--- src/hw/adc_ctrl_pkg.sv ---
// Purpose: shared constants and types for the serial converter control block
// Assumes: 100 MHz system clock
// Notes: status word is a packed struct, zero-extended onto the bus
package adc_ctrl_pkg;
	localparam int SYS_CLK_KHZ = 100000;
	localparam int POR_TIME_NS = 10000;
	localparam int POR_CYCLES = (POR_TIME_NS * (SYS_CLK_KHZ / 1000) + 999) / 1000;
	localparam int INT_FAST_KHZ = 1800;
	localparam int INT_SLOW_KHZ = 225;
	localparam logic [15:0] STEP_FAST = 16'(SYS_CLK_KHZ / INT_FAST_KHZ);
	localparam logic [15:0] STEP_SLOW = 16'(SYS_CLK_KHZ / INT_SLOW_KHZ);
	localparam logic [3:0] SAR_STEPS = 4'hC;
	localparam logic [3:0] OUT_BITS = 4'hC;
	localparam logic [3:0] ARM_BITS = 4'h7;
	localparam logic [3:0] CTRL_BITS = 4'h8;
	localparam int RESULT_W = 10;

	localparam logic [3:0] OFS_SAMPLE = 4'h0;
	localparam logic [3:0] OFS_STATUS = 4'h4;
	localparam logic [3:0] OFS_CTRL = 4'h8;
	localparam logic [3:0] OFS_RESULT = 4'hC;

	typedef enum logic [1:0] {
		PM_DEEP = 2'h0,
		PM_QUICK = 2'h1,
		PM_INT = 2'h2,
		PM_EXT = 2'h3
	} pmode_e;

	typedef enum logic [1:0] {ST_POR, ST_IDLE, ST_CONV, ST_DOWN} state_e;

	typedef struct packed {
		logic sclk;
		logic cs_n;
		logic din;
		logic hw_shutdown_n_n;
		logic hw_shutdown_n_fl;
	} pins_s;

	typedef struct packed {
		logic converted;
		logic strobe;
		logic ready;
		logic hw_down;
		logic busy;
		logic pdown;
		logic clk_ext;
		pmode_e mode;
	} status_s;

	typedef struct packed {
		state_e st;
		logic [15:0] cnt;
		logic [3:0] step;
		pins_s s1;
		pins_s s2;
		logic sclk_d;
		logic cs_n_d;
		logic [3:0] rx_cnt;
		logic [7:0] rx;
		logic [7:0] ctrl;
		pmode_e mode;
		logic clk_ext;
		logic [3:0] out_cnt;
		logic [15:0] shreg;
		logic dout;
		logic strobe;
		logic pdown;
		logic toggled;
		logic converted;
		logic [RESULT_W-1:0] sample;
		logic [11:0] result;
		logic wr_pend;
		logic [3:0] wr_addr;
		logic [31:0] rdata;
	} state_s;
endpackage

--- src/hw/adc_frame_ctrl.sv ---
// Purpose: framing, conversion sequencing and power control of a serial converter
// Assumes: link pins asynchronous to clk_i, sampled by two flops each
// Notes: converter result comes from the SAMPLE register; bus is zero-wait
`timescale 1ns/1ps
module adc_frame_ctrl #(
	parameter int POR_CYC = adc_ctrl_pkg::POR_CYCLES
) (
	// Clock and reset
	input wire logic clk_i,
	input wire logic rst_n_i,
	// AHB-Lite slave
	input wire logic hsel_i,
	input wire logic [31:0] haddr_i,
	input wire logic [1:0] htrans_i,
	input wire logic hwrite_i,
	input wire logic [2:0] hsize_i,
	input wire logic [31:0] hwdata_i,
	input wire logic hready_i,
	output logic hreadyout_o,
	output logic hresp_o,
	output logic [31:0] hrdata_o,
	// Serial link
	input wire logic shift_clock_i,
	input wire logic select_n_i,
	input wire logic serial_in_i,
	output logic serial_out_o,
	output logic serial_out_oe_o,
	output logic conversion_strobe_o,
	output logic conversion_strobe_oe_o,
	// Three-state shutdown pin, sensed as level plus float
	input wire logic hw_shutdown_n_i,
	input wire logic hw_shutdown_float_i
);
	if (POR_CYC < 2 || POR_CYC > 65535) begin : g_chk
		$error("POR_CYC out of range");
	end

	adc_ctrl_pkg::state_s r;
	adc_ctrl_pkg::state_s n;
	adc_ctrl_pkg::pins_s pins;
	adc_ctrl_pkg::status_s status;
	logic rise;
	logic fall;
	logic cs_low;
	logic cs_rise;
	logic hw_shutdown_n_low;
	logic armed;
	logic start;
	logic finish;
	logic take;
	logic [15:0] step_len;

	assign pins = '{sclk: shift_clock_i, cs_n: select_n_i, din: serial_in_i,
		hw_shutdown_n_n: hw_shutdown_n_i, hw_shutdown_n_fl: hw_shutdown_float_i};
	assign rise = r.s2.sclk & ~r.sclk_d;
	assign fall = ~r.s2.sclk & r.sclk_d;
	assign cs_low = ~r.s2.cs_n;
	assign cs_rise = r.s2.cs_n & ~r.cs_n_d;
	assign hw_shutdown_n_low = ~r.s2.hw_shutdown_n_fl & ~r.s2.hw_shutdown_n_n;
	// Float selects the fast internal clock
	assign step_len = r.s2.hw_shutdown_n_fl ? adc_ctrl_pkg::STEP_FAST : adc_ctrl_pkg::STEP_SLOW;
	assign armed = (r.st == adc_ctrl_pkg::ST_IDLE) | r.toggled
		| (r.st == adc_ctrl_pkg::ST_CONV & r.clk_ext
		& r.out_cnt >= adc_ctrl_pkg::ARM_BITS);
	assign start = fall & (r.rx_cnt == adc_ctrl_pkg::CTRL_BITS) & ~hw_shutdown_n_low;
	assign finish = (r.st == adc_ctrl_pkg::ST_CONV) & (r.clk_ext
		? (fall & r.out_cnt == adc_ctrl_pkg::OUT_BITS - 4'h1)
		: (r.cnt == step_len - 16'h1 & r.step == adc_ctrl_pkg::SAR_STEPS - 4'h1));
	assign take = hsel_i & htrans_i[1] & hready_i;

	always_comb begin
		n = r;
		n.s1 = pins;
		n.s2 = r.s1;
		n.sclk_d = r.s2.sclk;
		n.cs_n_d = r.s2.cs_n;
		n.wr_pend = take & hwrite_i;
		if (take) begin
			n.wr_addr = haddr_i[3:0];
		end
		if (take & ~hwrite_i) begin
			case (haddr_i[3:0])
				adc_ctrl_pkg::OFS_SAMPLE: n.rdata = 32'(r.sample);
				adc_ctrl_pkg::OFS_STATUS: n.rdata = 32'(status);
				adc_ctrl_pkg::OFS_CTRL: n.rdata = 32'(r.ctrl);
				adc_ctrl_pkg::OFS_RESULT: n.rdata = 32'(r.result);
				default: n.rdata = 32'h0;
			endcase
		end
		if (r.wr_pend && r.wr_addr == adc_ctrl_pkg::OFS_SAMPLE) begin
			n.sample = hwdata_i[adc_ctrl_pkg::RESULT_W-1:0];
		end

		if (cs_rise && r.st == adc_ctrl_pkg::ST_CONV) begin
			n.toggled = 1'b1;
		end
		// Shifter runs in standby too, so results stay readable
		if (fall) begin
			n.dout = r.shreg[15];
			n.shreg = {r.shreg[14:0], 1'b0};
			if (r.out_cnt != adc_ctrl_pkg::OUT_BITS) begin
				n.out_cnt = r.out_cnt + 4'h1;
			end
			if (r.clk_ext && r.st == adc_ctrl_pkg::ST_CONV) begin
				n.strobe = 1'b0;
			end
		end
		// Select high or start bit not yet seen: nothing is shifted in
		if (!cs_low) begin
			n.rx_cnt = 4'h0;
		end else if (rise) begin
			if (r.rx_cnt == 4'h0) begin
				if (r.s2.din && armed) begin
					n.rx_cnt = 4'h1;
					n.rx = 8'h01;
					n.pdown = 1'b0;
				end
			end else if (r.rx_cnt < adc_ctrl_pkg::CTRL_BITS) begin
				n.rx = {r.rx[6:0], r.s2.din};
				n.rx_cnt = r.rx_cnt + 4'h1;
			end
		end

		case (r.st)
			adc_ctrl_pkg::ST_POR: begin
				n.rx_cnt = 4'h0;
				n.cnt = r.cnt + 16'h1;
				if (r.cnt == 16'(POR_CYC - 1)) begin
					n.st = adc_ctrl_pkg::ST_IDLE;
					n.cnt = 16'h0;
				end
			end
			adc_ctrl_pkg::ST_IDLE: begin
				n.cnt = 16'h0;
			end
			adc_ctrl_pkg::ST_CONV: begin
				if (!r.clk_ext) begin
					n.cnt = r.cnt + 16'h1;
					if (r.cnt == step_len - 16'h1) begin
						n.cnt = 16'h0;
						n.step = r.step + 4'h1;
					end
				end
				if (finish) begin
					n.st = adc_ctrl_pkg::ST_IDLE;
					n.toggled = 1'b0;
					n.converted = 1'b1;
					n.result = {r.sample, 2'b00};
					n.pdown = ~r.mode[1];
					if (!r.clk_ext) begin
						n.strobe = 1'b1;
						n.shreg = {r.sample, 6'h00};
						n.out_cnt = 4'h0;
					end
				end
			end
			adc_ctrl_pkg::ST_DOWN: begin
				if (!hw_shutdown_n_low) begin
					n.st = adc_ctrl_pkg::ST_IDLE;
				end
			end
			default: n.st = adc_ctrl_pkg::ST_IDLE;
		endcase

		if (start) begin
			n.rx_cnt = 4'h0;
			n.ctrl = r.rx;
			n.mode = adc_ctrl_pkg::pmode_e'(r.rx[1:0]);
			// Standby codes keep the previous clock mode
			n.clk_ext = r.rx[1] ? r.rx[0] : r.clk_ext;
			n.st = adc_ctrl_pkg::ST_CONV;
			n.toggled = 1'b0;
			// A start always runs powered, even if standby was just re-armed
			n.pdown = 1'b0;
			n.cnt = 16'h0;
			n.step = 4'h0;
			n.out_cnt = 4'h0;
			n.dout = 1'b0;
			if (r.rx[1] ? r.rx[0] : r.clk_ext) begin
				n.strobe = 1'b1;
				n.shreg = {r.sample, 6'h00};
			end else begin
				n.strobe = 1'b0;
				n.shreg = 16'h0;
			end
		end
		// Hard shutdown wins over state, framing and strobe; a finish in the same cycle still completes
		if (hw_shutdown_n_low) begin
			n.st = adc_ctrl_pkg::ST_DOWN;
			n.rx_cnt = 4'h0;
			n.toggled = 1'b0;
			n.cnt = 16'h0;
			n.strobe = ~r.clk_ext;
		end
	end

	always_ff @(posedge clk_i) begin
		if (!rst_n_i) begin
			r <= '0;
			r.mode <= adc_ctrl_pkg::PM_INT;
			r.strobe <= 1'b1;
			r.st <= adc_ctrl_pkg::ST_POR;
			// Pins idle high: no false select edge or shutdown right after reset
			r.s1.cs_n <= 1'b1;
			r.s2.cs_n <= 1'b1;
			r.cs_n_d <= 1'b1;
			r.s1.hw_shutdown_n_n <= 1'b1;
			r.s2.hw_shutdown_n_n <= 1'b1;
		end else begin
			r <= n;
		end
	end

	always_comb begin
		status = '0;
		status.converted = r.converted;
		status.strobe = r.strobe;
		status.ready = (r.st != adc_ctrl_pkg::ST_POR);
		status.hw_down = (r.st == adc_ctrl_pkg::ST_DOWN);
		status.busy = (r.st == adc_ctrl_pkg::ST_CONV);
		status.pdown = r.pdown;
		status.clk_ext = r.clk_ext;
		status.mode = r.mode;
	end

	assign hreadyout_o = 1'b1;
	assign hresp_o = 1'b0;
	assign hrdata_o = r.rdata;
	assign serial_out_o = r.dout;
	assign serial_out_oe_o = cs_low;
	assign conversion_strobe_o = r.strobe;
	assign conversion_strobe_oe_o = r.clk_ext ? cs_low : 1'b1;
endmodule

--- config.mk ---
export PLATFORM = sky130hd
export DESIGN_NAME = adc_frame_ctrl
export DESIGN_NICKNAME = d
export VERILOG_FILES = /design/src/hw/adc_ctrl_pkg.sv /design/src/hw/adc_frame_ctrl.sv
export SDC_FILE = /design/constraint.sdc
export NUM_CORES = 1
export LEC_CHECK = 0
export BUFFER_PORTS_ARGS = -buffer_cell sky130_fd_sc_hd__buf_2
export CORE_ASPECT_RATIO = 1.1
export CORE_MARGIN = 10
export CORE_UTILIZATION = 59
export DETAILED_ROUTE_END_ITERATION = 12
export PLACE_DENSITY = 0.92
export SYNTH_ARGS = -nofsm -noshare
export SYNTH_HDL_FRONTEND = slang
export SYNTH_SLANG_ARGS = --single-unit
--- constraint.sdc ---
create_clock -name clk_i -period 3.4 [get_ports clk_i]
set_clock_uncertainty 0.2 [all_clocks]
set_input_delay 0.34 -clock clk_i [delete_from_list [all_inputs] [get_ports clk_i]]
set_output_delay 0.34 -clock clk_i [all_outputs]
set_load 0.005 [all_outputs]
Yosys cells after proc, flatten, opt, wreduce, memory -nomap -nowiden
Index checks and enable logic that the tools add are counted.
- memory bits (writable): 0
- output and inout bits: 38
- bits in registers: 139
- word-level logic and storage cells: 139
- memory bits (read-only): 0
- latch bits: 0
- memories kept: 0
- equality and inequality tests: 16
- $lt $le $gt $ge: 2
- shifts and indexed selects: 0
- multipliers: 0
- add/sub/neg operators: 5
- reductions and logical operators: 21
- muxes and demuxes: 35
- divide/modulo/power cells: 0
- bitwise logic cells: 28
- operators by type and width (kind ; count):
    $mux W20 ; 6
    $pmux W12 S4 ; 1
    $pmux W16 S3 ; 1
    $mux W22 ; 2
    $mux W12 ; 3
    $mux W18 ; 2
    $eq A4 B4 Y1 const B ; 5
    $add A16 B1 Y16 const B ; 1
    $eq A16 B10 Y1 const B ; 1
    $eq A16 B16 Y1 ; 1
    $mux W16 ; 1
    $mux W4 ; 4
    $and A1 B1 Y1 ; 15
    $add A4 B1 Y4 const B ; 3
    $logic_not A4 Y1 ; 3
    $mux W1 ; 12
    $not A1 Y1 ; 11
    $sub A9 B1 Y10 const B ; 1
    $mux W9 ; 1
    $reduce_and A3 Y1 ; 3
    $ne A4 B4 Y1 const B ; 2
    $pmux W2 S3 ; 1
    $reduce_bool A5 Y1 ; 1
    $reduce_or A5 Y1 ; 1
    18 further kinds ; 25

Depth between registers and ports, before layout
Gate-level depths: netlist of run 1.
- word-level depth: 13
- gate-level depth with buffers: 10
- depth with buffers taken out: 8

Least setup slack after synthesis of run 1
OpenSTA, ideal clock, no wires.
- path kind: register to register
- start: register r[139] (netlist bit)
- end: register r[138] (netlist bit)
- setup slack: 1101 ps
- data required time: 3083 ps
- arrival time: 1982 ps
- library setup time: 117 ps
- path buffers: 1
- cell stages (with the launch flop): 10
- path through: dfxtp_1 -> inv_1 -> ha_1 -> a21o_1 -> buf_2 -> nor3_1 -> and4_1 -> nand3_1 -> xor2_1 -> nor2_1
- word-level cells in the longest chain between the ends: 3
- elaborated cells on any way between the ends: 7
- classes of those cells: 3 x eq/ne; 1 x mux; 3 x reduce/logical
- RTL lines (item ; RTL line ; source):
    start: declaration ; adc_frame_ctrl.sv:38 ; adc_ctrl_pkg::state_s r;
    start signal: assignment ; adc_frame_ctrl.sv:210 ; r <= n;
    $eq A2 B2 Y1, or another cell as far along ; adc_frame_ctrl.sv:124 ; case (r.st)
    $ne A2 B2 Y1 (no source line) or $reduce_bool A3 Y1 (tied branches) ; - ;
    $reduce_and A2 Y1 (no source line) ; - ;
Several ways; a longest one is shown, not always the timed one.
A chain may end at the register's enable or synchronous reset.

Worst setup path after layout of run 1
- start: register r[103] (netlist bit)
- end: register r[83] (netlist bit)
- word-level cells in the longest chain between the ends: 4
- RTL lines (item ; RTL line ; source):
    $eq A4 B4 Y1 ; adc_frame_ctrl.sv:65 ; assign start = fall & (r.rx_cnt == adc_ctrl_pkg::CTRL_BITS) & ~hw_shutdown_n_low;
    $and A1 B1 Y1 (2 in series) ; adc_frame_ctrl.sv:65 ;
    $reduce_or A2 Y1 (no source line) ; - ;
Every way passes these cells.

==> results.py, run 1 <==
metrics = {
    "outcome": {
        "outcome": "complete, no violations",
    },
    "setup_path": {
        "cp-startpoint": "r[103]",
        "crit_arrival_ns": 3.00,
        "cp-endpoint": "r[83]",
        "reg2reg_slack_ns": 0.63,
        "worstSetupPathType": "reg -> reg",
        "cpPeakStageDelay_ns": 0.47,
        "worstPathCellList": "inv_1, ha_1, nor2b_1, nand3_1, or2_2, nand2_1, or2_2, a211oi_1",
        "crit_family": "simple AND/OR/NAND/NOR gates",
        "setup.worst_path.end_class": "flop",
        "path_depth": 8,
        "critPathLaunchType": "flop",
        "crit_slowest_cell": "or2_2",
        "cp.required_ns": 3.63,
        "reg2reg_to": "r[83]",
        "worstPathMaxFanout": 23,
        "r2r_cells": 8,
        "rr_startpoint": "r[103]",
        "crit_path_frequent_cell": "or2_2",
        "crit_buf_inv": 1,
    },
    "sta": {
        "timing.setup.tns_ns": 0,
        "report.final.slew_viol_count": 0,
        "rsz0062_at_grt": "false",
        "finalSetupViolations": 0,
        "worst_pin_slew_ns": 0.8803,
        "maxSlewHeadroom": 0.4131,
        "fmax_mhz": 361.3,
        "hold_violations": 0,
        "finalWorstPathRequiredPeriod_ns": 2.768,
        "post-route-period-util": 0.8140,
    },
    "die": {
        "die_area_um2": 13440,
        "coreArea_um2": 8919,
        "start_util": 0.6084,
        "rows": 36,
        "die_width_um": 111.4,
        "io_pins": 117,
        "die_y_um": 120.6,
    },
    "clocking": {
        "cts_root_buffer": "clkbuf_8",
        "clkTransAtPathRegs_ns": 0.06,
        "cts_max_path_buffers": 2,
        "insertion_delay_ns": 0.52,
        "htreeDepth": 4,
        "clock-sinks": 118,
        "cts_setup_buffers": 0,
        "numCtsBuffers": 17,
        "cts_tree": "done",
    },
    "synthesis": {
        "synthFlopType": "dfxtp_1",
        "synth.area.mux_share": 0.05995,
        "async_reset_ff_frac": 0,
        "yosys.area_share.simple": 0.2516,
        "yosysWarnings": 0,
        "synth_compound_area_frac": 0.1222,
        "synth.distinct_cells": 59,
        "ys_seq_area_frac": 0.4353,
        "syn_avg_cell_area_um2": 8.627,
        "synth_area_um2": 5426,
        "synth_top_family_by_area": "simple AND/OR/NAND/NOR gates",
        "synthXorXnorAreaFrac": 0.02582,
        "synth_edf_count": 0,
        "syn_inst": 629,
        "ys_ff_latch": 118,
        "synthAdderAreaFrac": 0.02536,
    },
    "route": {
        "drt_iter0_drc": 293,
        "drt-pass1-iter-count": 5,
        "via_per_inst": 5.696,
        "wl_per_cell_um": 15.84,
        "drt-total-wl_um": 12590,
        "route.detailed.drc": 0,
        "ant_nets": 0,
        "num_vias": 4528,
    },
    "layout": {
        "diodes": 0,
        "n_fill_cell": 651,
        "drive_gt1_frac": 0.1439,
        "layout_common_cells": "dfxtp_1, nand2_1, nand3_1, buf_2, nor2_1",
        "area_growth_pct": 15.08,
        "postLayoutCoreUtil": 0.7002,
        "multi_input_area_um2": 2714,
        "ff_latch_area_um2": 2362,
        "final_common_cell": "dfxtp_1",
        "nets": 758,
    },
    "global_route": {
        "grt.total_usage": 0.1904,
        "antenna_found_initial": 0,
        "grt_first_pass_wirelength_um": 21520,
        "grt_pass1_vias": 4648,
        "grt_max_degree": 55,
        "overflow": 0,
    },
    "power": {
        "total_power_mw": 3.205,
        "leakage_nw": 2.334,
        "powerDensity_nw_per_um2": 513.3,
        "peakVddDrop_v": 0.0004802,
    },
    "placement": {
        "hpwl_um": 8610,
        "port_buffers": 40,
        "finalWeightedCongestion": 0.8798,
    },
    "job": {
        "max-cap-violations": 0,
    },
    "worst_hold_path": {
        "hold_path.class": "in -> reg",
    },
}
-- worst min path at each step --
stage / slack [ns] / startpoint / endpoint / depth (start not counted)
after floorplan: 0.19 / n[112] / n[107] / 1
after global placement: 0.19 / n[112] / n[107] / 1
after detailed placement: 0.20 / n[112] / n[107] / 1
after CTS: 0.08 / htrans_i[1] / r[36] / 3
after global routing: 0.10 / haddr_i[2] / r[34] / 3
final: 0.09 / htrans_i[1] / r[36] / 3
-- flip-flops by register name, indices dropped and copies added, names as in the netlist --
| signal | flops |
|---|---|
| r | 97 |
| hrdata_o | 12 |
| n | 7 |
| conversion_strobe_o | 1 |
| serial_out_o | 1 |
-- stage by stage --
| stage | instance area, µm² | instances | hold slack [ns] | worst slack, ns |
|---|---|---|---|---|
| floorplan | 5502 | 649 | 0.1863 | 1.101 |
| global placement | 5509 | 744 | 0.1929 | 0.8274 |
| detailed placement | 5509 | 744 | 0.2003 | 0.6356 |
| CTS | 6245 | 795 | 0.07805 | 0.6528 |
| global route | 6245 | 795 | 0.1036 | 0.4533 |
| finish | 6245 | 795 | 0.08817 | 0.6323 |
-- power breakdown --
group          switching, mW  total [mW]  internal (mW)
registers             0.0168        1.42           1.40
logic                 0.0976       0.169         0.0711
clock network          0.688        1.62          0.931
total                  0.803        3.21           2.40
-- layer usage --
layer	share of wire	wire [µm]	global-route usage
met1	0.40	5017	0.2004
met5	0	0	0
met3	0.054	678	0.05440
met2	0.52	6585	0.3372
met4	0.025	312	0.1037
-- worst register-to-register path: cells and delay by family, from the launching register on --
family / cells / cell delay (ns)
buffers and inverters: 1 / 0.07
AND/OR/NAND/NOR: 5 / 1.55
AO/OA/AOI/OAI: 1 / 0.21
flip-flops: 1 / 0.41
adder cells (fa/ha/maj): 1 / 0.23
-- synthesized netlist by cell type (all sizes together), types with 3 or more instances --
master / count / share of area
nor3: 10 / 0.010
mux4: 6 / 0.025
o21ai: 26 / 0.025
a21boi: 11 / 0.016
xor2: 9 / 0.015
nand4: 8 / 0.0092
or2: 4 / 0.0046
nor3b: 3 / 0.0042
a22oi: 11 / 0.015
o22ai: 11 / 0.014
inv: 12 / 0.0083
clkbuf: 22 / 0.015
a31oi: 5 / 0.0058
ha: 11 / 0.025
o21a: 3 / 0.0042
a21oi: 20 / 0.021
a211oi: 4 / 0.0065
and2: 10 / 0.012
nand3: 45 / 0.042
nor2: 37 / 0.026
nor2b: 30 / 0.035
nand4b: 3 / 0.0048
mux2i: 19 / 0.035
nand2: 107 / 0.074
nor4: 3 / 0.0035
nand2b: 6 / 0.0069
xnor2: 7 / 0.011
dfxtp: 118 / 0.44
buf: 43 / 0.055
or3: 3 / 0.0035
-- kinds of logic after synthesis --
family | count (synthesis)
AOI/OAI and AO/OA | 100
other | 2
and+or+nand+nor | 280
adders and majority gates | 11
xor gates and xnor gates | 16
buffers and inverters | 77
DFF | 118
muxes | 25
-- final cells by class --
class / count / area share
Tap cell: 114 / 0.02284
Inverter: 12 / 0.007213
Clock inverter: 14 / 0.01883
Multi-Input combinational cell: 454 / 0.4346
Timing Repair Buffer: 65 / 0.06973
Sequential cell: 118 / 0.3783
Clock buffer: 18 / 0.06852
-- timing repair --
item / in CTS / in global routing
gates resized for setup: 0 / 0
endpoints found under the hold margin: 23 / 0
hold buffers: 19 / 0
Note: power is estimated with default switching activity, not from simulation.
==> inputs of run 2 (changes only) <==
ABC_AREA = 1   (was not set)
CORE_UTILIZATION = 55   (was 59)
PLACE_DENSITY = 0.86   (was 0.92)
clock period = 2.6 ns   (was 3.4 ns; I/O delays follow)
==> results.py, run 2 <==
metrics = {
    "outcome": {
        "outcome": "complete, no violations",
    },
    "clocking": {
        "cts_root_buffer": "clkbuf_8",
        "clkTransAtPathRegs_ns": 0.06,
        "insertion_delay_ns": 0.52,
        "cts_max_path_buffers": 2,
        "numCtsBuffers": 17,
        "cts_setup_buffers": 0,
        "cts_tree": "done",
        "htreeDepth": 4,
        "clock-sinks": 118,
    },
    "synthesis": {
        "ys_seq_area_frac": 0.4266,
        "synth_edf_count": 0,
        "synthXorXnorAreaFrac": 0.009489,
        "synthFlopType": "dfxtp_1",
        "synthTopCellsByArea": "dfxtp_1, nand2_1, o21ai_0, nor2_1, inv_1",
        "ys_ff_latch": 118,
        "synth.area.mux_share": 0,
        "synth_compound_area_frac": 0.1247,
        "syn_avg_cell_area_um2": 7.109,
        "yosys.area_share.simple": 0.2872,
        "yosysWarnings": 0,
        "yosysTopAreaCell": "dfxtp_1",
        "syn_inst": 779,
        "synthAdderAreaFrac": 0.02485,
        "yosysMostFrequentCell": "nand2_1",
        "synth_top_area_share": 0.4266,
        "synth_common_cells": "nand2_1, dfxtp_1, nor2_1",
        "synth_top_family_by_area": "simple AND/OR/NAND/NOR gates",
        "async_reset_ff_frac": 0,
        "synth_area_um2": 5538,
        "synth.distinct_cells": 40,
    },
    "worst_hold_path": {
        "min_path_cells": 3,
        "hold_path.class": "in -> reg",
    },
    "global_route": {
        "grt_pass1_vias": 4658,
        "grt.total_usage": 0.1787,
        "overflow": 0,
        "antenna_found_initial": 0,
        "grt_first_pass_wirelength_um": 21360,
        "grt_util_met2": 0.2874,
        "grt-busiest-layer": "met2",
        "met3_usage": 0.05404,
        "use_met1": 0.2180,
        "grt_max_degree": 38,
    },
    "sta": {
        "fmax_mhz": 456.1,
        "hold_violations": 0,
        "finalSetupViolations": 0,
        "maxSlewHeadroom": 0.6627,
        "rsz0062_at_grt": "false",
        "report.final.slew_viol_count": 0,
        "worst_pin_slew_ns": 0.5021,
        "timing.setup.tns_ns": 0,
        "post-route-period-util": 0.8433,
        "finalWorstPathRequiredPeriod_ns": 2.193,
    },
    "power": {
        "powerDensity_nw_per_um2": 638.4,
        "peakVddDrop_v": 0.0004912,
        "leakage_nw": 2.791,
    },
    "route": {
        "wl_per_cell_um": 13.04,
        "via_per_inst": 5.121,
        "ant_nets": 0,
        "drt-total-wl_um": 12630,
        "route.detailed.drc": 0,
        "drt_iter0_drc": 338,
        "num_vias": 4957,
        "drt-pass1-iter-count": 5,
    },
    "job": {
        "max-cap-violations": 0,
    },
    "placement": {
        "finalWeightedCongestion": 0.8785,
        "port_buffers": 40,
        "hpwl_um": 8545,
        "place_area_um2": 5660,
    },
    "setup_path": {
        "critPathLaunchType": "flop",
        "setup.worst_path.end_class": "flop",
        "cp.required_ns": 2.80,
        "worstPathCellList": "inv_1, ha_1, nand2_2, inv_2, nand2_1, nand2_1, nand3_2, o21ai_2, and3_2, nand2_1, o21ai_1, nor2_1",
        "crit_path_frequent_cell": "nand2_1",
        "crit_slowest_cell": "and3_2",
        "r2r_cells": 12,
        "crit_arrival_ns": 2.39,
        "worstPathMaxFanout": 16,
        "cpPeakStageDelay_ns": 0.39,
        "worstSetupPathType": "reg -> reg",
    },
    "layout": {
        "final_cell_area_um2": 6426,
        "regMostFlops": "r",
        "drive_gt1_frac": 0.1238,
        "largest_reg_flops": 97,
        "diodes": 0,
        "area_growth_pct": 16.04,
        "layout_common_cells": "nand2_1, dfxtp_1, nor2_1, inv_1, o21ai_0",
        "nets": 926,
        "final_common_cell": "nand2_1",
    },
    "die": {
        "io_pins": 117,
        "start_util": 0.5627,
        "die_y_um": 125.2,
        "die_area_um2": 14490,
        "rows": 38,
        "coreArea_um2": 9842,
        "die_width_um": 115.7,
    },
}
## run 2: cell types whose count changed after synthesis, moves of 11 or more
cell	before	now
nor2_1	37	81
nand2_1	106	210
nor2b_1	30	0
nand3_1	45	29
a21oi_1	19	50
inv_1	12	80
o21ai_0	15	63
mux2i_1	19	0
a22oi_1	11	0
## run 2: power breakdown
group | total (mW) | switching, mW | internal [mW]
logic | 0.216 | 0.133 | 0.0834
clock network | 2.03 | 0.782 | 1.25
registers | 1.85 | 0.0192 | 1.83
## run 2: final timing paths
kind / from / to / slack (ns)
setup / recovery: r[139] / r[102] / 0.41
hold / removal: htrans_i[1] / r[32] / 0.02
setup reg to reg: r[139] / r[102] / 0.41
hold reg to reg: n[113] / n[108] / 0.21
## run 2: cell families (layout without fill, tap and decap cells)
family                     count (synthesis)  count (layout)
xor gates and xnor gates                   6               6
DFF                                      118             118
adders and majority gates                 11              11
other                                      2              22
buffers and inverters                    143             192
and+or+nand+nor                          368             368
AOI/OAI and AO/OA                        131             131
## run 2: final cells by class
cell class,instances,area [µm²]
Timing Repair Buffer,74,518.0
Clock inverter,9,81.33
Sequential cell,118,2362
Clock buffer,22,432.9
Fill cell,791,3416
Tap cell,120,150.1
Multi-Input combinational cell,538,2555
Inverter,87,326.6
## run 2: stage by stage
| stage | setup WS [ns] | hold slack, ns | utilization | total power [mW] | std cells |
|---|---|---|---|---|---|
| 3_3_place_gp | 0.3515 | 0.1940 | 0.5751 | 2.068 | 912 |
| 6_report | 0.4074 | 0.01658 | 0.6529 | 4.102 | 968 |
| 3_5_place_dp | 0.2906 | 0.1981 | 0.5751 | 2.070 | 912 |
| 5_1_grt | 0.1762 | 0.03099 | 0.6529 | 4.243 | 968 |
| 4_1_cts | 0.2294 | 0.002339 | 0.6528 | 4.117 | 968 |
| 2_1_floorplan | 0.6612 | 0.1576 | - | 2.034 | 799 |
## run 2: repair_timing
| action | CTS | global route |
|---|---|---|
| endpoints found under the setup margin | 0 | 2 |
| resized for setup | 0 | 1 |
| hold buffers | 25 | 0 |
| endpoints found under the hold margin | 27 | 0 |
## run 2: routing by layer
metal	wire length [µm]	share of wire
met2	6166	0.49
met4	267	0.021
met5	0	0
met3	713	0.056
met1	5480	0.43
## run 2: critical path: cells and delay by family, from the launching register on
family | cells | cell delay (ns)
AOI/OAI and AO/OA | 2 | 0.19
adders and majority gates | 1 | 0.30
buffers and inverters | 2 | 0.17
DFF | 1 | 0.34
and+or+nand+nor | 7 | 0.89
==> inputs of run 3 (changes only) <==
clock period = 2.1 ns   (was 2.6 ns; I/O delays follow)
==> results.py, run 3 (synthesis gave the netlist of run 2 again) <==
metrics = {
    "outcome": {
        "outcome": "complete, no violations",
    },
    "route": {
        "ant_nets": 0,
        "drt_iter0_drc": 363,
        "drt-total-wl_um": 13970,
        "via_per_inst": 5.223,
        "wl_per_cell_um": 14.17,
        "drt-pass1-iter-count": 5,
        "route.detailed.drc": 0,
        "num_vias": 5150,
    },
    "setup_path": {
        "crit_path_frequent_cell": "nand2_1",
        "reg2reg_to": "r[47]",
        "worstSetupPathType": "reg -> reg",
        "reg2reg_slack_ns": 0.06,
        "worstPathMaxFanout": 6,
        "crit_arrival_ns": 2.27,
        "cpPeakStageDelay_ns": 0.43,
        "rr_startpoint": "r[130]",
        "setup.worst_path.end_class": "flop",
        "crit_family": "simple AND/OR/NAND/NOR gates",
        "critPathLaunchType": "flop",
        "worstPathCellList": "nand2_1, inv_1, nand3_1, nand2_1, nand4_1, nand2_1, nand2_1, buf_4, o21ai_0, nor2_1",
        "cp.required_ns": 2.32,
        "path_depth": 10,
        "r2r_cells": 10,
        "crit_slowest_cell": "dfxtp_1",
        "crit_buf_inv": 2,
    },
    "die": {
        "io_pins": 117,
        "die_y_um": 125.2,
        "die_width_um": 115.7,
        "coreArea_um2": 9842,
        "die_area_um2": 14490,
        "start_util": 0.5627,
        "rows": 38,
    },
    "sta": {
        "report.final.slew_viol_count": 0,
        "finalSetupViolations": 0,
        "post-route-period-util": 0.9736,
        "hold_violations": 0,
        "timing.setup.tns_ns": 0,
        "fmax_mhz": 489.1,
        "rsz0062_at_grt": "true",
        "finalWorstPathRequiredPeriod_ns": 2.045,
    },
    "global_route": {
        "overflow": 0,
        "grt.total_usage": 0.1962,
        "grt_first_pass_wirelength_um": 23360,
        "grt_max_degree": 36,
        "grt_pass1_vias": 5078,
        "antenna_found_initial": 0,
    },
    "clocking": {
        "insertion_delay_ns": 0.53,
        "cts_max_path_buffers": 2,
        "clkTransAtPathRegs_ns": 0.06,
        "numCtsBuffers": 17,
        "cts_tree": "done",
        "clock-sinks": 118,
        "htreeDepth": 4,
        "cts_root_buffer": "clkbuf_8",
    },
    "power": {
        "p_clk_frac": 0.508,
        "powerDensity_nw_per_um2": 790.6,
        "p_sw_frac": 0.2424,
        "total_power_mw": 5.284,
        "peakVddDrop_v": 0.0006660,
        "p_sw_mw": 1.281,
        "leakage_nw": 2.914,
        "power_frac_seq": 0.433,
        "combPwrFrac": 0.058,
        "p_int_mw": 4.003,
    },
    "layout": {
        "layout_common_cells": "nand2_1, dfxtp_1, nor2_1, inv_1, o21ai_0",
        "nets": 943,
        "largest_reg_flops": 97,
        "final_common_cell": "nand2_1",
        "regMostFlops": "r",
        "drive_gt1_frac": 0.1559,
        "diodes": 0,
        "area_growth_pct": 20.70,
        "n_fill_cell": 741,
        "postLayoutCoreUtil": 0.6791,
    },
    "job": {
        "max-cap-violations": 0,
    },
    "worst_hold_path": {
        "min_delay_worst_endpoint": "n[112]",
        "hold_path.class": "in -> reg",
        "min_path_cells": 3,
        "min_from": "select_n_i",
    },
    "placement": {
        "finalWeightedCongestion": 0.8712,
        "port_buffers": 40,
        "hpwl_um": 9103,
    },
}
[run 3: per-layer routing]
metal / routed length [µm] / global-route usage / vias to the layer above
li1: - / - / 2575
met3: 813 / 0.05930 / 43
met5: 0 / 0 / -
met4: 444 / 0.08843 / 0
met1: 5810 / 0.2224 / 2356
met2: 6899 / 0.3302 / 176
[run 3: metrics by stage]
stage / instance area [µm²] / hold slack, ns / std cells / setup WS, ns
6_report: 6684 / 0.1996 / 986 / 0.05548
2_1_floorplan: 5613 / 0.1076 / 799 / 0.1612
3_5_place_dp: 5756 / 0.1945 / 923 / 0.08966
5_1_grt: 6684 / 0.2053 / 986 / -0.02296
4_1_cts: 6601 / 0.1942 / 984 / 0.05947
3_3_place_gp: 5756 / 0.1913 / 923 / 0.1308
[run 3: power by group through the flow]
stage	combinational, mW	clock [mW]	sequential (mW)
6_report	0.308	2.69	2.29
5_1_grt	0.346	2.79	2.29
4_1_cts	0.283	2.68	2.29
3_5_place_dp	0.239	0	2.34
3_3_place_gp	0.234	0	2.33
2_1_floorplan	0.185	0	2.33
[run 3: how the worst max path moves through the flow]
stage | start | endpoint | slack (ns)
floorplan | r[139] | r[96] | 0.16
CTS | r[139] | r[138] | 0.06
global route | r[139] | r[138] | -0.02
detailed placement | r[139] | r[138] | 0.09
finish | r[130] | r[47] | 0.06
global placement | r[139] | r[132] | 0.13
[run 3: worst min-delay path, cell delays in order]
cell	delay, ns
dlygate4sd3_1	0.51
buf_2	0.09
or2_2	0.09
[run 3: what timing repair did]
item	4_1_cts	5_1_grt
endpoints found under the setup margin	0	29
endpoints found under the hold margin	39	0
hold buffers	29	0
buffers inserted	0	2
gates resized for setup	0	19
[run 3: cell type report]
type	instances	area, µm²	area share
Tap cell	120	150.1	0.02246
Multi-Input combinational cell	538	2601	0.3892
Timing Repair Buffer	91	680.7	0.1018
Clock inverter	13	123.9	0.01853
Sequential cell	118	2367	0.3542
Inverter	87	329.1	0.04923
Clock buffer	19	431.7	0.06458
